`config.mk`:
```
export PLATFORM = sky130hd
export DESIGN_NAME = bfd_ctrl
export DESIGN_NICKNAME = d
export VERILOG_FILES = /design/src/hdl/bfd_pkg.sv /design/src/hdl/bfd_freq_sel.sv /design/src/hdl/bfd_ctrl.sv
export SDC_FILE = /design/constraint.sdc
export NUM_CORES = 1
export LEC_CHECK = 0
export BUFFER_PORTS_ARGS = -buffer_cell sky130_fd_sc_hd__buf_2
export CAP_MARGIN = 20
export CORE_MARGIN = 8
export CORE_UTILIZATION = 60
export CTS_BUF_LIST = sky130_fd_sc_hd__clkbuf_8 sky130_fd_sc_hd__clkbuf_16
export DETAILED_ROUTE_END_ITERATION = 10
export PLACE_DENSITY = 0.81
export SETUP_SLACK_MARGIN = 0.02
export SLEW_MARGIN = 30
export SYNTH_ARGS = -nofsm -noshare
export SYNTH_HDL_FRONTEND = slang
export SYNTH_SLANG_ARGS = --single-unit
```
`constraint.sdc`:
```
create_clock -name clk_sys_i -period 5.6 [get_ports clk_sys_i]
set_input_delay 1.12 -clock clk_sys_i [delete_from_list [all_inputs] [get_ports clk_sys_i]]
set_output_delay 1.12 -clock clk_sys_i [all_outputs]
set_load 0.01 [all_outputs]
```
`src/hdl/bfd_pkg.sv`:
```
package bfd_pkg;
    // ------------------------------------------------------------------
    // Register offsets
    // ------------------------------------------------------------------
    localparam logic [7:0] ADDR_ENABLE      = 8'h10;
    localparam logic [7:0] ADDR_BRT_CTRL    = 8'h11;
    localparam logic [7:0] ADDR_BOOST_CTRL  = 8'h13;
    localparam logic [7:0] ADDR_UPPER_LIM   = 8'h15;
    localparam logic [7:0] ADDR_LOWER_LIM   = 8'h16;
    localparam logic [7:0] ADDR_REDUCE_CEIL = 8'h17;
    localparam logic [7:0] ADDR_BRT_LOW     = 8'h18;
    localparam logic [7:0] ADDR_BRT_HIGH    = 8'h19;
    localparam logic [7:0] ADDR_FAULT_CTRL  = 8'h1e;
    localparam logic [7:0] ADDR_FAULT_FLAGS = 8'h1f;

    // ------------------------------------------------------------------
    // Field positions
    // ------------------------------------------------------------------
    localparam int BIT_DEV_EN     = 0;
    localparam int BIT_REDUCE_POL = 0;
    localparam int BIT_FREQ_SEL   = 5;
    localparam int BIT_FREQ_SHIFT = 6;
    localparam int BIT_OVP_LO     = 2;
    localparam int BIT_OVP_SD_EN  = 0;
    localparam int BIT_OVP_FLAG   = 0;
    localparam int BIT_OPEN_FLAG  = 4;

    // ------------------------------------------------------------------
    // Reset values
    // ------------------------------------------------------------------
    localparam logic [7:0] RST_ENABLE  = 8'h07;
    localparam logic [7:0] RST_ZERO    = 8'h00;
    localparam logic [7:0] RST_BRT_HI  = 8'hff;
    localparam logic [2:0] RST_BRT_LO  = 3'h7;

    // ------------------------------------------------------------------
    // Frequency and timing
    // ------------------------------------------------------------------
    typedef enum logic [1:0] {BFD_F250K, BFD_F500K, BFD_F1M} bfd_freq_t;
    localparam int CLK_MHZ        = 100;
    localparam int OVP_PERSIST_US = 1000;
    localparam int OVP_PERSIST_CYC = OVP_PERSIST_US * CLK_MHZ;
    localparam int OPEN_HITS      = 3;
endpackage

```
`src/hdl/bfd_freq_sel.sv`:
```
`timescale 1ns/1ps
// Picks switching frequency from brightness high byte and limits
module bfd_freq_sel
(
    input  wire logic [7:0] brt_high_i,   // Brightness high byte
    input  wire logic [7:0] upper_lim_i,  // Upper limit
    input  wire logic [7:0] lower_lim_i,  // Lower limit
    input  wire logic       freq_sel_i,   // Programmed 1 MHz select
    output logic      [1:0] freq_o,       // Selected frequency code
    output logic            auto_o        // Automatic mode active
);
    // Auto mode when any limit is non-zero
    assign auto_o = (upper_lim_i != 8'h00) || (lower_lim_i != 8'h00);
    // Band decision, equality with lower limit is middle band
    wire logic below_low = brt_high_i < lower_lim_i;
    wire logic at_high   = brt_high_i >= upper_lim_i;
    wire logic [1:0] prog_f = freq_sel_i ? bfd_pkg::BFD_F1M
                                         : bfd_pkg::BFD_F500K;
    wire logic [1:0] auto_f = at_high ? bfd_pkg::BFD_F1M :
                              below_low ? bfd_pkg::BFD_F250K :
                              bfd_pkg::BFD_F500K;
    assign freq_o = auto_o ? auto_f : prog_f;
endmodule

```
`src/hdl/bfd_ctrl.sv`:
```
`timescale 1ns/1ps
// Behaviour
// - 250 kHz only in auto, 50% duty
// - Compare limits with brightness high byte
// - Below lower limit selects 250 kHz
// - At/above upper 1 MHz, else 500
// - Auto active when either limit non-zero
// - Auto off uses programmed frequency bit
// - Reduce gives ceiling byte, low bits zero
// - Reduce only lowers the current
// - Reduced target applied within 50 us
// - Release restores original brightness target
// - Ceiling byte register at 0x17
// - Polarity bit selects active reduce level
// - Two-bit field picks overvoltage threshold
// - Overvoltage halts switching until hysteresis clears
// - Overvoltage over 1 ms sets flag
// - Three open hits set both flags
// - Long overvoltage with open sink sets both
// - Shutdown enable bit gates fault shutdown
// - Re-enable refused until flags read
// - Code updates on high byte write
// - Bit 5 frequency, bit 6 shift
module bfd_ctrl
#(
    parameter int OVP_PERSIST_CYC = bfd_pkg::OVP_PERSIST_CYC
)
(
    input  wire logic        clk_sys_i,       // System clock 100 MHz
    input  wire logic        rst_b_i,         // Async reset, active low
    input  wire logic        reg_wr_i,        // Register write strobe
    input  wire logic        reg_rd_i,        // Register read strobe
    input  wire logic [7:0]  reg_addr_i,      // Register address
    input  wire logic [7:0]  reg_wdata_i,     // Register write data
    output logic      [7:0]  reg_rdata_o,     // Register read data
    input  wire logic        backlight_reduce_input_i, // Reduce pin
    input  wire logic [10:0] src_code_i,      // PWM-derived code
    input  wire logic        use_pwm_i,       // Take code from PWM path
    input  wire logic        ovp_above_i,     // Output above threshold
    input  wire logic        ovp_below_hyst_i,// Output below hysteresis
    input  wire logic        sink_one_low_i,  // Sink one at/below 40 mV
    input  wire logic        sink_two_low_i,  // Sink two at/below 40 mV
    output logic      [10:0] brightness_code_o, // Code to mapper
    output logic      [1:0]  freq_o,          // Frequency code
    output logic             freq_shift_o,    // 12 percent shift down
    output logic             duty_limit_o,    // 50 percent duty cap
    output logic             boost_run_o,     // Boost switching allowed
    output logic      [1:0]  ovp_level_o,     // Overvoltage threshold sel
    output logic             device_on_o      // Device enabled
);
    // ------------------------------------------------------------------
    // Register storage
    // ------------------------------------------------------------------
    logic [7:0]  enable_r;
    logic [7:0]  brt_ctrl_r;
    logic [7:0]  boost_ctrl_r;
    logic [7:0]  upper_lim_r;
    logic [7:0]  lower_lim_r;
    logic [7:0]  reduce_ceil_r;
    logic [2:0]  brt_low_r;
    logic [7:0]  brt_high_r;
    logic [10:0] brt_code_r;
    logic [7:0]  fault_ctrl_r;
    logic        ovp_flag_r;
    logic        open_flag_r;
    logic        lockout_r;
    logic [31:0] persist_r;
    logic [1:0]  hits_r;
    logic        above_d_r;
    logic        boost_hold_r;
    logic [7:0]  rdata_r;
    logic [10:0] out_code_r;
    logic [1:0]  freq_r;
    logic        shift_r;
    logic        duty_r;
    logic        run_r;

    // ------------------------------------------------------------------
    // Decode
    // ------------------------------------------------------------------
    wire logic wr_en    = reg_wr_i && reg_addr_i == bfd_pkg::ADDR_ENABLE;
    wire logic wr_bctl  = reg_wr_i && reg_addr_i == bfd_pkg::ADDR_BRT_CTRL;
    wire logic wr_boost = reg_wr_i &&
                          reg_addr_i == bfd_pkg::ADDR_BOOST_CTRL;
    wire logic wr_up    = reg_wr_i && reg_addr_i == bfd_pkg::ADDR_UPPER_LIM;
    wire logic wr_lo    = reg_wr_i && reg_addr_i == bfd_pkg::ADDR_LOWER_LIM;
    wire logic wr_ceil  = reg_wr_i &&
                          reg_addr_i == bfd_pkg::ADDR_REDUCE_CEIL;
    wire logic wr_bl    = reg_wr_i && reg_addr_i == bfd_pkg::ADDR_BRT_LOW;
    wire logic wr_bh    = reg_wr_i && reg_addr_i == bfd_pkg::ADDR_BRT_HIGH;
    wire logic wr_fc    = reg_wr_i &&
                          reg_addr_i == bfd_pkg::ADDR_FAULT_CTRL;
    wire logic rd_flags = reg_rd_i &&
                          reg_addr_i == bfd_pkg::ADDR_FAULT_FLAGS;

    // ------------------------------------------------------------------
    // Fault conditions
    // ------------------------------------------------------------------
    // Only enabled sinks count toward an open string
    wire logic sink_low = (enable_r[1] && sink_one_low_i) ||
                          (enable_r[2] && sink_two_low_i);
    wire logic above_rise = ovp_above_i && !above_d_r;
    wire logic persist_done =
        persist_r >= 32'(OVP_PERSIST_CYC);
    wire logic open_hit3 = above_rise && sink_low &&
        hits_r == 2'(bfd_pkg::OPEN_HITS - 1);
    wire logic set_ovp  = persist_done || open_hit3;
    wire logic set_open = open_hit3 ||
                          (persist_done && sink_low);
    wire logic sd_en    = fault_ctrl_r[bfd_pkg::BIT_OVP_SD_EN];
    wire logic trip     = set_ovp && sd_en;
    // Enable write blocked while lockout stands
    wire logic en_ok    = wr_en && (!lockout_r || rd_flags);

    // ------------------------------------------------------------------
    // Brightness path
    // ------------------------------------------------------------------
    wire logic [10:0] target = use_pwm_i ? src_code_i : brt_code_r;
    wire logic reduce_on = backlight_reduce_input_i ^
        brt_ctrl_r[bfd_pkg::BIT_REDUCE_POL];
    wire logic [10:0] reduced = {reduce_ceil_r, 3'h0};
    wire logic [10:0] eff_code =
        (reduce_on && reduced < target) ? reduced
                                        : target;

    // ------------------------------------------------------------------
    // Frequency selection
    // ------------------------------------------------------------------
    logic [1:0] sel_f;
    logic       auto_on;
    bfd_freq_sel u_freq
    (
        .brt_high_i  (eff_code[10:3]),
        .upper_lim_i (upper_lim_r),
        .lower_lim_i (lower_lim_r),
        .freq_sel_i  (boost_ctrl_r[bfd_pkg::BIT_FREQ_SEL]),
        .freq_o      (sel_f),
        .auto_o      (auto_on)
    );
    wire logic is_250 = auto_on && sel_f == bfd_pkg::BFD_F250K;

    // ------------------------------------------------------------------
    // Read mux; reserved and unmapped read zero
    // ------------------------------------------------------------------
    wire logic [7:0] flags_v = {3'h0, open_flag_r, 3'h0, ovp_flag_r};
    wire logic [7:0] rd_mux =
        reg_addr_i == bfd_pkg::ADDR_ENABLE      ? enable_r :
        reg_addr_i == bfd_pkg::ADDR_BRT_CTRL    ? brt_ctrl_r :
        reg_addr_i == bfd_pkg::ADDR_BOOST_CTRL  ? boost_ctrl_r :
        reg_addr_i == bfd_pkg::ADDR_UPPER_LIM   ? upper_lim_r :
        reg_addr_i == bfd_pkg::ADDR_LOWER_LIM   ? lower_lim_r :
        reg_addr_i == bfd_pkg::ADDR_REDUCE_CEIL ? reduce_ceil_r :
        reg_addr_i == bfd_pkg::ADDR_BRT_LOW     ? {5'h0, brt_low_r} :
        reg_addr_i == bfd_pkg::ADDR_BRT_HIGH    ? brt_high_r :
        reg_addr_i == bfd_pkg::ADDR_FAULT_CTRL  ? fault_ctrl_r :
        reg_addr_i == bfd_pkg::ADDR_FAULT_FLAGS ? flags_v : 8'h00;

    // ------------------------------------------------------------------
    // Configuration registers
    // ------------------------------------------------------------------
    always_ff @(posedge clk_sys_i or negedge rst_b_i)
    begin
        if (!rst_b_i)
        begin
            brt_ctrl_r    <= bfd_pkg::RST_ZERO;
            boost_ctrl_r  <= bfd_pkg::RST_ZERO;
            upper_lim_r   <= bfd_pkg::RST_ZERO;
            lower_lim_r   <= bfd_pkg::RST_ZERO;
            reduce_ceil_r <= bfd_pkg::RST_ZERO;
            brt_low_r     <= bfd_pkg::RST_BRT_LO;
            brt_high_r    <= bfd_pkg::RST_BRT_HI;
            fault_ctrl_r  <= bfd_pkg::RST_ZERO;
        end
        else
        begin
            if (wr_bctl)  brt_ctrl_r    <= reg_wdata_i;
            if (wr_boost) boost_ctrl_r  <= reg_wdata_i;
            if (wr_up)    upper_lim_r   <= reg_wdata_i;
            if (wr_lo)    lower_lim_r   <= reg_wdata_i;
            if (wr_ceil)  reduce_ceil_r <= reg_wdata_i;
            if (wr_bl)    brt_low_r     <= reg_wdata_i[2:0];
            if (wr_bh)    brt_high_r    <= reg_wdata_i;
            if (wr_fc)    fault_ctrl_r  <= reg_wdata_i;
        end
    end

    // ------------------------------------------------------------------
    // Code in effect loads on high byte write only
    // ------------------------------------------------------------------
    always_ff @(posedge clk_sys_i or negedge rst_b_i)
    begin
        if (!rst_b_i)
            brt_code_r <= {bfd_pkg::RST_BRT_HI, bfd_pkg::RST_BRT_LO};
        else if (wr_bh)
            brt_code_r <= {reg_wdata_i, brt_low_r};
    end

    // ------------------------------------------------------------------
    // Enable register with fault shutdown
    // ------------------------------------------------------------------
    always_ff @(posedge clk_sys_i or negedge rst_b_i)
    begin
        if (!rst_b_i)
            enable_r <= bfd_pkg::RST_ENABLE;
        else if (trip)
            enable_r[bfd_pkg::BIT_DEV_EN] <= 1'b0;
        else if (en_ok)
            enable_r <= {5'h0, reg_wdata_i[2:0]};
    end

    // ------------------------------------------------------------------
    // Lockout after shutdown until flags read
    // ------------------------------------------------------------------
    always_ff @(posedge clk_sys_i or negedge rst_b_i)
    begin
        if (!rst_b_i)
            lockout_r <= 1'b0;
        else if (trip)
            lockout_r <= 1'b1;
        else if (rd_flags)
            lockout_r <= 1'b0;
    end

    // ------------------------------------------------------------------
    // Fault flags, set wins over read clear
    // ------------------------------------------------------------------
    always_ff @(posedge clk_sys_i or negedge rst_b_i)
    begin
        if (!rst_b_i)
        begin
            ovp_flag_r  <= 1'b0;
            open_flag_r <= 1'b0;
        end
        else
        begin
            ovp_flag_r  <= set_ovp  || (ovp_flag_r  && !rd_flags);
            open_flag_r <= set_open || (open_flag_r && !rd_flags);
        end
    end

    // ------------------------------------------------------------------
    // Overvoltage persistence timer and open hit counter
    // ------------------------------------------------------------------
    always_ff @(posedge clk_sys_i or negedge rst_b_i)
    begin
        if (!rst_b_i)
        begin
            persist_r <= 32'h0;
            hits_r    <= 2'h0;
            above_d_r <= 1'b0;
        end
        else
        begin
            above_d_r <= ovp_above_i;
            if (!ovp_above_i || persist_done)
                persist_r <= 32'h0;
            else
                persist_r <= persist_r + 32'h1;
            if (open_hit3 || !enable_r[bfd_pkg::BIT_DEV_EN])
                hits_r <= 2'h0;
            else if (above_rise && sink_low)
                hits_r <= hits_r + 2'h1;
        end
    end

    // ------------------------------------------------------------------
    // Boost hold on excursion until below hysteresis
    // ------------------------------------------------------------------
    always_ff @(posedge clk_sys_i or negedge rst_b_i)
    begin
        if (!rst_b_i)
            boost_hold_r <= 1'b0;
        else if (ovp_above_i)
            boost_hold_r <= 1'b1;
        else if (ovp_below_hyst_i)
            boost_hold_r <= 1'b0;
    end

    // ------------------------------------------------------------------
    // Registered outputs; reduce takes effect next cycle
    // ------------------------------------------------------------------
    always_ff @(posedge clk_sys_i or negedge rst_b_i)
    begin
        if (!rst_b_i)
        begin
            out_code_r <= 11'h0;
            freq_r     <= bfd_pkg::BFD_F500K;
            shift_r    <= 1'b0;
            duty_r     <= 1'b0;
            run_r      <= 1'b0;
            rdata_r    <= 8'h00;
        end
        else
        begin
            out_code_r <= eff_code;
            freq_r     <= sel_f;
            shift_r    <= boost_ctrl_r[bfd_pkg::BIT_FREQ_SHIFT];
            duty_r     <= is_250;
            run_r      <= enable_r[bfd_pkg::BIT_DEV_EN] &&
                          !boost_hold_r && !ovp_above_i;
            rdata_r    <= rd_mux;
        end
    end

    assign brightness_code_o = out_code_r;
    assign freq_o            = freq_r;
    assign freq_shift_o      = shift_r;
    assign duty_limit_o      = duty_r;
    assign boost_run_o       = run_r;
    assign ovp_level_o       = boost_ctrl_r[bfd_pkg::BIT_OVP_LO +: 2];
    assign device_on_o       = enable_r[bfd_pkg::BIT_DEV_EN];
    assign reg_rdata_o       = rdata_r;
endmodule

```
======== After elaboration in Yosys (flattened, before gate mapping) ========
Index checks and enable logic that the tools add are counted.
operators by class
  magnitude comparators ................... 4
  multiplexer cells ....................... 25
  reductions and logical operators ........ 47
  bitwise gates (word level) .............. 2
  $add $sub $neg .......................... 2
  eq/ne operators ......................... 11
operators by type and width
  cell                                                                      count
  8-bit by 5-bit equality test with 1-bit output (second input constant)    10
  8-bit two-way mux                                                         9
  32-bit by 1-bit adder with 32-bit output (second input constant)          1
  32-bit by 17-bit >= comparator with 1-bit output (second input constant)  1
  32-bit two-way mux                                                        1
  1-bit logical AND                                                         24
  11-bit two-way mux                                                        2
  8-bit nonzero test                                                        2
  11-bit less-than comparator                                               1
  2-bit two-way mux                                                         5
  1-bit logical OR                                                          9
  8-bit >= comparator                                                       1
  8-bit less-than comparator                                                1
  2-bit nonzero test                                                        4
  1-bit two-way mux                                                         7
  1-bit logical NOT                                                         6
  5-bit two-way mux                                                         1
  2-bit by 1-bit adder with 2-bit output (second input constant)            1
  2-bit equality test (second input constant)                               1
  2-bit logical NOT                                                         1
  2-bit AND reduction                                                       1
  1-bit NOT                                                                 1
  1-bit bitwise XOR                                                         1
storage, ports and cells
  input bits .............................. 37
  logic and storage cells ................. 115
  bits in registers ....................... 136

======== Logic depth before layout (Yosys ltp) ========
  depth after elaboration ................. 11
  gate-level depth with buffers ........... 15
  mapped depth without buffers ............ 13

======== Modules after synthesis ========
A second synthesis with hierarchy kept.
unflattened totals
  cells, all modules ...................... 534
  area total of the unflattened synthesis .. 6228.5 um^2
modules (own cells, without submodules)
  module        times used  area each (um^2)  cells an instance
  bfd_ctrl      1           5776.8            475
  bfd_freq_sel  1           451.7             59

======== Worst setup path before layout ========
Ideal clock, no wire load.
  path type ............................... input -> register
  start point ............................. in use_pwm_i
  end point ............................... reg duty_r, in the netlist duty_limit_o
  cell stages on the path ................. 14
  data required time ...................... 5536 ps
  setup time .............................. 64 ps
  path slack .............................. 1377 ps
  arrival ................................. 4159 ps
  cell sequence ........................... buf_2 -> mux2i_1 -> ha_1 -> and4_1 -> o211a_1 -> o31a_1 -> clkbuf_1 -> nor3_1 -> a21oi_1 -> ha_1 -> nor3b_1 -> or3b_2 -> o31ai_1 -> o21ba_2
on the way
  cells in the longest elaborated chain, start to end .. 10
  elaborated cells on any way between the ends .. 11
  those cells by class .................... order compare: 3; mux: 5; reduce/logical: 3
ends and longest elaborated chain
  element                      line                RTL
  from (decl)                  bfd_ctrl.sv:38      input wire logic use_pwm_i,
  11-bit two-way mux *         bfd_ctrl.sv:118     wire logic [10:0] target = use_pwm_i ? src_code_i : brt_code_r;
  11-bit less-than comparator  bfd_ctrl.sv:123     (reduce_on && reduced < target) ? reduced
  1-bit logical AND            bfd_ctrl.sv:123
  11-bit two-way mux *         bfd_ctrl.sv:123
  via eff_code[4]              bfd_ctrl.sv:122     wire logic [10:0] eff_code =
  8-bit less-than comparator   bfd_freq_sel.sv:15  wire logic below_low = brt_high_i < lower_lim_i;
  1-bit two-way mux            bfd_freq_sel.sv:20  below_low ? bfd_pkg::BFD_F250K :
  2-bit two-way mux *          bfd_freq_sel.sv:19  wire logic [1:0] auto_f = at_high ? bfd_pkg::BFD_F1M :
  2-bit two-way mux *          bfd_freq_sel.sv:22  assign freq_o = auto_o ? auto_f : prog_f;
  2-bit logical NOT *          bfd_ctrl.sv:140     wire logic is_250 = auto_on && sel_f == bfd_pkg::BFD_F250K;
  1-bit logical AND *          bfd_ctrl.sv:140
  via is_250                   bfd_ctrl.sv:140
  to (signal assigned)         bfd_ctrl.sv:298     duty_r <= is_250;
  to (decl)                    bfd_ctrl.sv:75      logic duty_r;
The timed path passes the listed nets; every way through them passes the cells marked *.
A chain may end at the register's enable or synchronous reset.

======== Worst setup path in the final report ========
Ends and elaborated chain as after synthesis.

==> results.rst <==
.. list-table::
   :header-rows: 1

   * - Metric
     - Value
   * - Run status
     - completed
   * - Horizontal extent of the die
     - 118.8 µm
   * - Mean area per synthesized cell
     - 11.77 µm²
   * - Maximum vdd drop
     - around 0.19 mV
   * - Drt drc
     - 0
   * - CTS Root Cell
     - sky130_fd_sc_hd__clkbuf_8
   * - Clock tree from TritonCTS
     - done
   * - Met2 wire length
     - 7942 µm
   * - Via Count
     - 4623
   * - Power density of the placed cells
     - roughly 320 nW/µm²
   * - Register-to-register setup slack
     - roughly 1.8 ns
   * - Placer Congestion
     - 0.8992
   * - Min Clock Period, post-route
     - 4.251 ns
   * - WL per Instance
     - roughly 20 µm
   * - Setup_tns
     - 0 ns
   * - Worst R2R Path Depth
     - 13
   * - Hold buffers post-CTS
     - 0
   * - Routed Wire Length
     - ~15000 µm
   * - Port Buf Inserts
     - 63
   * - Fmax
     - between 200 and 250 MHz
   * - Core outline area
     - a little over 10000 µm²
   * - Critical Setup Path Class
     - input port to flip-flop
   * - Req. time, crit path
     - roughly 6.1 ns
   * - Skew-Pair Late Insertion Delay
     - ~0.53 ns
   * - Via count of the first global-routing pass
     - 4942
   * - Post-Synthesis Cells
     - around 540
   * - Capture instance of the worst register-to-register path
     - duty_limit_o
   * - Synth cell types
     - 63
   * - Height of the chip
     - 118.8 µm
   * - Final count of pins violating max slew
     - 0
   * - Vias per std cell
     - approximately 6
   * - Number of levels the H-tree was split into
     - 4
   * - Worst clock skew
     - around 0.009 ns
   * - Starting density of the core
     - between 60 and 70%
   * - Final hold violation count
     - 0
   * - Syn. warnings
     - 0
   * - P&R area growth vs syn
     - 17.07%
   * - Flip-flop cell with the highest count after synthesis
     - sky130_fd_sc_hd__dfrtp_1
   * - Post-route met1 wirelength
     - ~6100 µm
   * - GRT Util Overall
     - ~23%
   * - Total design power
     - 2414 µW
   * - Largest net degree at the start of global routing
     - 56
   * - Post-synth EDFFs
     - 0
   * - Max FO, Critical Path
     - 13
   * - Number of placed I/O pins
     - 64
   * - Number of maximum-capacitance constraint violations
     - 0
   * - Setup repair after global routing missed its margin
     - false
   * - Number of resized instances in the post-cts repair step
     - 0
   * - Num Clock Sinks
     - between 100 and 150
   * - TritonRoute pass-1 iters
     - 6
   * - Classification of the worst-slack hold path
     - flip-flop to flip-flop
   * - Standard-cell row count
     - 37
   * - Static leakage
     - 0.003531 µW
   * - Transition time of the tightest slew-check pin
     - between 0.7 and 0.8 ns
   * - Largest area contributor in the netlist
     - sky130_fd_sc_hd__dfrtp_1
   * - Hold Startpoint
     - boost_ctrl_r[6]
   * - Sequential share of the synthesized area
     - 50.83%
   * - Hold Path Depth
     - 0
   * - TritonCTS buffer count
     - 17
   * - Setup violation total in the final timing report
     - 0
   * - Sort of element at the end of the critical path
     - flip-flop
   * - Post-layout net count
     - approximately 700
   * - Number of antenna-violating nets in the routed design
     - 0
   * - Mapped cell area
     - ~6300 µm²
   * - Bufs on Longest Clock Path
     - 2
   * - Number of antenna violations at the first check in global routing
     - 0
   * - Share of cells above drive strength 1
     - between 30% and 40%
   * - Data arrival time of the critical path
     - 4.72 ns
   * - Remaining global-route overflow
     - 0
   * - Post-CTS Setup Repair Bufs
     - 0
   * - Die area
     - between 10000 and 15000 µm²
   * - Wire length of the first global-routing pass
     - ~25000 µm
   * - Final worst path period share
     - about 76%
   * - Ys async rst share
     - 100.0%
   * - Hold worst-path end
     - freq_shift_o
   * - Crit path launch type
     - input port
   * - Wire length on met3
     - between 800 and 900 µm
   * - Relative slew margins
     - 52.28%
   * - Fill cell total of the finished layout
     - roughly 740
   * - FF+latch count, synth
     - around 130
   * - Number of DRC violations after detailed-routing iteration 0
     - between 200 and 300
   * - Clock slew at reported path FFs
     - 0.06 ns
   * - Share of the synthesized area in the top cell type
     - about 43%
   * - R2r startpoint
     - brt_high_r[1]
   * - Half-perimeter wire length after detailed placement
     - approximately 11000 µm
   * - Highest routed metal layer
     - met4
   * - Largest cells by area after synthesis
     - sky130_fd_sc_hd__dfrtp_1, sky130_fd_sc_hd__mux2_2, sky130_fd_sc_hd__dfstp_2
## flip-flops by register name (all words and copies together) (netlist names), 8 cells and up
register           count
fault_ctrl_r           8
lower_lim_r            8
reg_rdata_o            8
boost_ctrl_r           8
brightness_code_o     11
brt_high_r             8
upper_lim_r            8
reduce_ceil_r          8
persist_r             32
brt_ctrl_r             8
## logic make-up (layout without fill, tap and decap cells)
kind of cell               Yosys count  count (layout)  share of synthesized area (%)
and+or+nand+nor                    147             147                          13.60
DFF                                128             128                          50.83
AOI/OAI and AO/OA                   93              93                          10.41
muxes                               83              83                          14.87
buffers and inverters               46             127                          3.036
adders and majority gates           26              26                          5.126
xor gates and xnor gates            15              15                          2.070
other                                1              16                        0.05909
## through the flow
step | area (µm²) | cells | hold WS, ns | setup WS (ns) | utilization, %
after floorplan | 6399 | 553 | 0.3745 | 1.377 | -
after global placement | 6822 | 738 | 0.3992 | 1.038 | 66.37
after detailed placement | 6824 | 738 | 0.4044 | 0.8179 | 66.40
after CTS | 7418 | 770 | 0.4221 | 1.366 | 72.18
after global routing | 7427 | 770 | 0.4243 | 0.9903 | 72.27
final | 7430 | 771 | 0.4298 | 1.349 | 72.29
## synth_stat cells, types with 7 or more instances
master	count
sky130_fd_sc_hd__dfrtp_1	110
sky130_fd_sc_hd__mux2_2	54
sky130_fd_sc_hd__nor2_1	37
sky130_fd_sc_hd__inv_1	30
sky130_fd_sc_hd__ha_1	26
sky130_fd_sc_hd__a21oi_1	24
sky130_fd_sc_hd__nand2_1	24
sky130_fd_sc_hd__mux2i_1	20
sky130_fd_sc_hd__dfstp_2	18
sky130_fd_sc_hd__nor3_1	13
sky130_fd_sc_hd__o21ai_0	13
sky130_fd_sc_hd__nand3_1	11
sky130_fd_sc_hd__nand4_1	10
sky130_fd_sc_hd__mux2_4	9
sky130_fd_sc_hd__o211ai_1	9
sky130_fd_sc_hd__nor4_1	8
sky130_fd_sc_hd__xor2_1	8
sky130_fd_sc_hd__a221o_1	7
sky130_fd_sc_hd__xnor2_1	7
## worst max path at each step
stage,start,to,slack [ns],cells after the start
finish,use_pwm_i,duty_limit_o,1.35,14
detailed placement,use_pwm_i,freq_o[0],0.82,14
floorplan,use_pwm_i,duty_limit_o,1.38,14
CTS,use_pwm_i,duty_limit_o,1.37,14
global route,use_pwm_i,duty_limit_o,0.99,14
global placement,use_pwm_i,duty_limit_o,1.04,14
## where the power goes
| group | switching (µW) | total [µW] | internal (µW) |
|---|---|---|---|
| Clock | 411 | 1100 | 688 |
| Sequential | 39.8 | 1030 | 990 |
| Combinational | 167 | 286 | 119 |
| Total | 618 | 2410 | 1800 |
## placed cells by master (no fill, tap or decap), drive strengths merged, types with 9 or more instances in the layout
master    n
nand2    29
conb     15
mux2i    20
nor4      9
mux2     63
inv      32
o21ai    13
dfrtp   110
nor2     37
nand4    11
o211ai    9
nand3    11
buf      65
ha       26
clkbuf   18
nor3     17
a21oi    24
dfstp    18
## critical path, stage by stage
cell and delay (ns):
sky130_fd_sc_hd__buf_2 0.30, sky130_fd_sc_hd__mux2i_1 0.28, sky130_fd_sc_hd__ha_1 0.27, sky130_fd_sc_hd__a211oi_1 0.27, sky130_fd_sc_hd__nor2_1 0.10, sky130_fd_sc_hd__o31ai_1 0.34, sky130_fd_sc_hd__nand2_1 0.27, sky130_fd_sc_hd__a21oi_1 0.41
sky130_fd_sc_hd__ha_1 0.32, sky130_fd_sc_hd__and4_1 0.21, sky130_fd_sc_hd__a21oi_1 0.17, sky130_fd_sc_hd__o21ai_0 0.16, sky130_fd_sc_hd__a211oi_1 0.31, sky130_fd_sc_hd__o21ba_2 0.19
## per-layer routing
layer	vias up	track usage, %
li1	2138	-
met1	2274	25.66
met2	162	38.86
met3	49	6.235
met4	0	11.62
met5	-	0
## layout make-up
class	count	area, µm²	area share, %
well taps	136	170.2	2.290
multi-input cells	379	2992	40.27
clock buffers	18	427.9	5.760
flip-flops and latches	128	3226	43.42
diodes	1	2.502	0.03368
clock inverters	14	166.4	2.240
inverters	30	112.6	1.516
repair buffers	65	332.8	4.480
(Power assumes the default switching activity.)
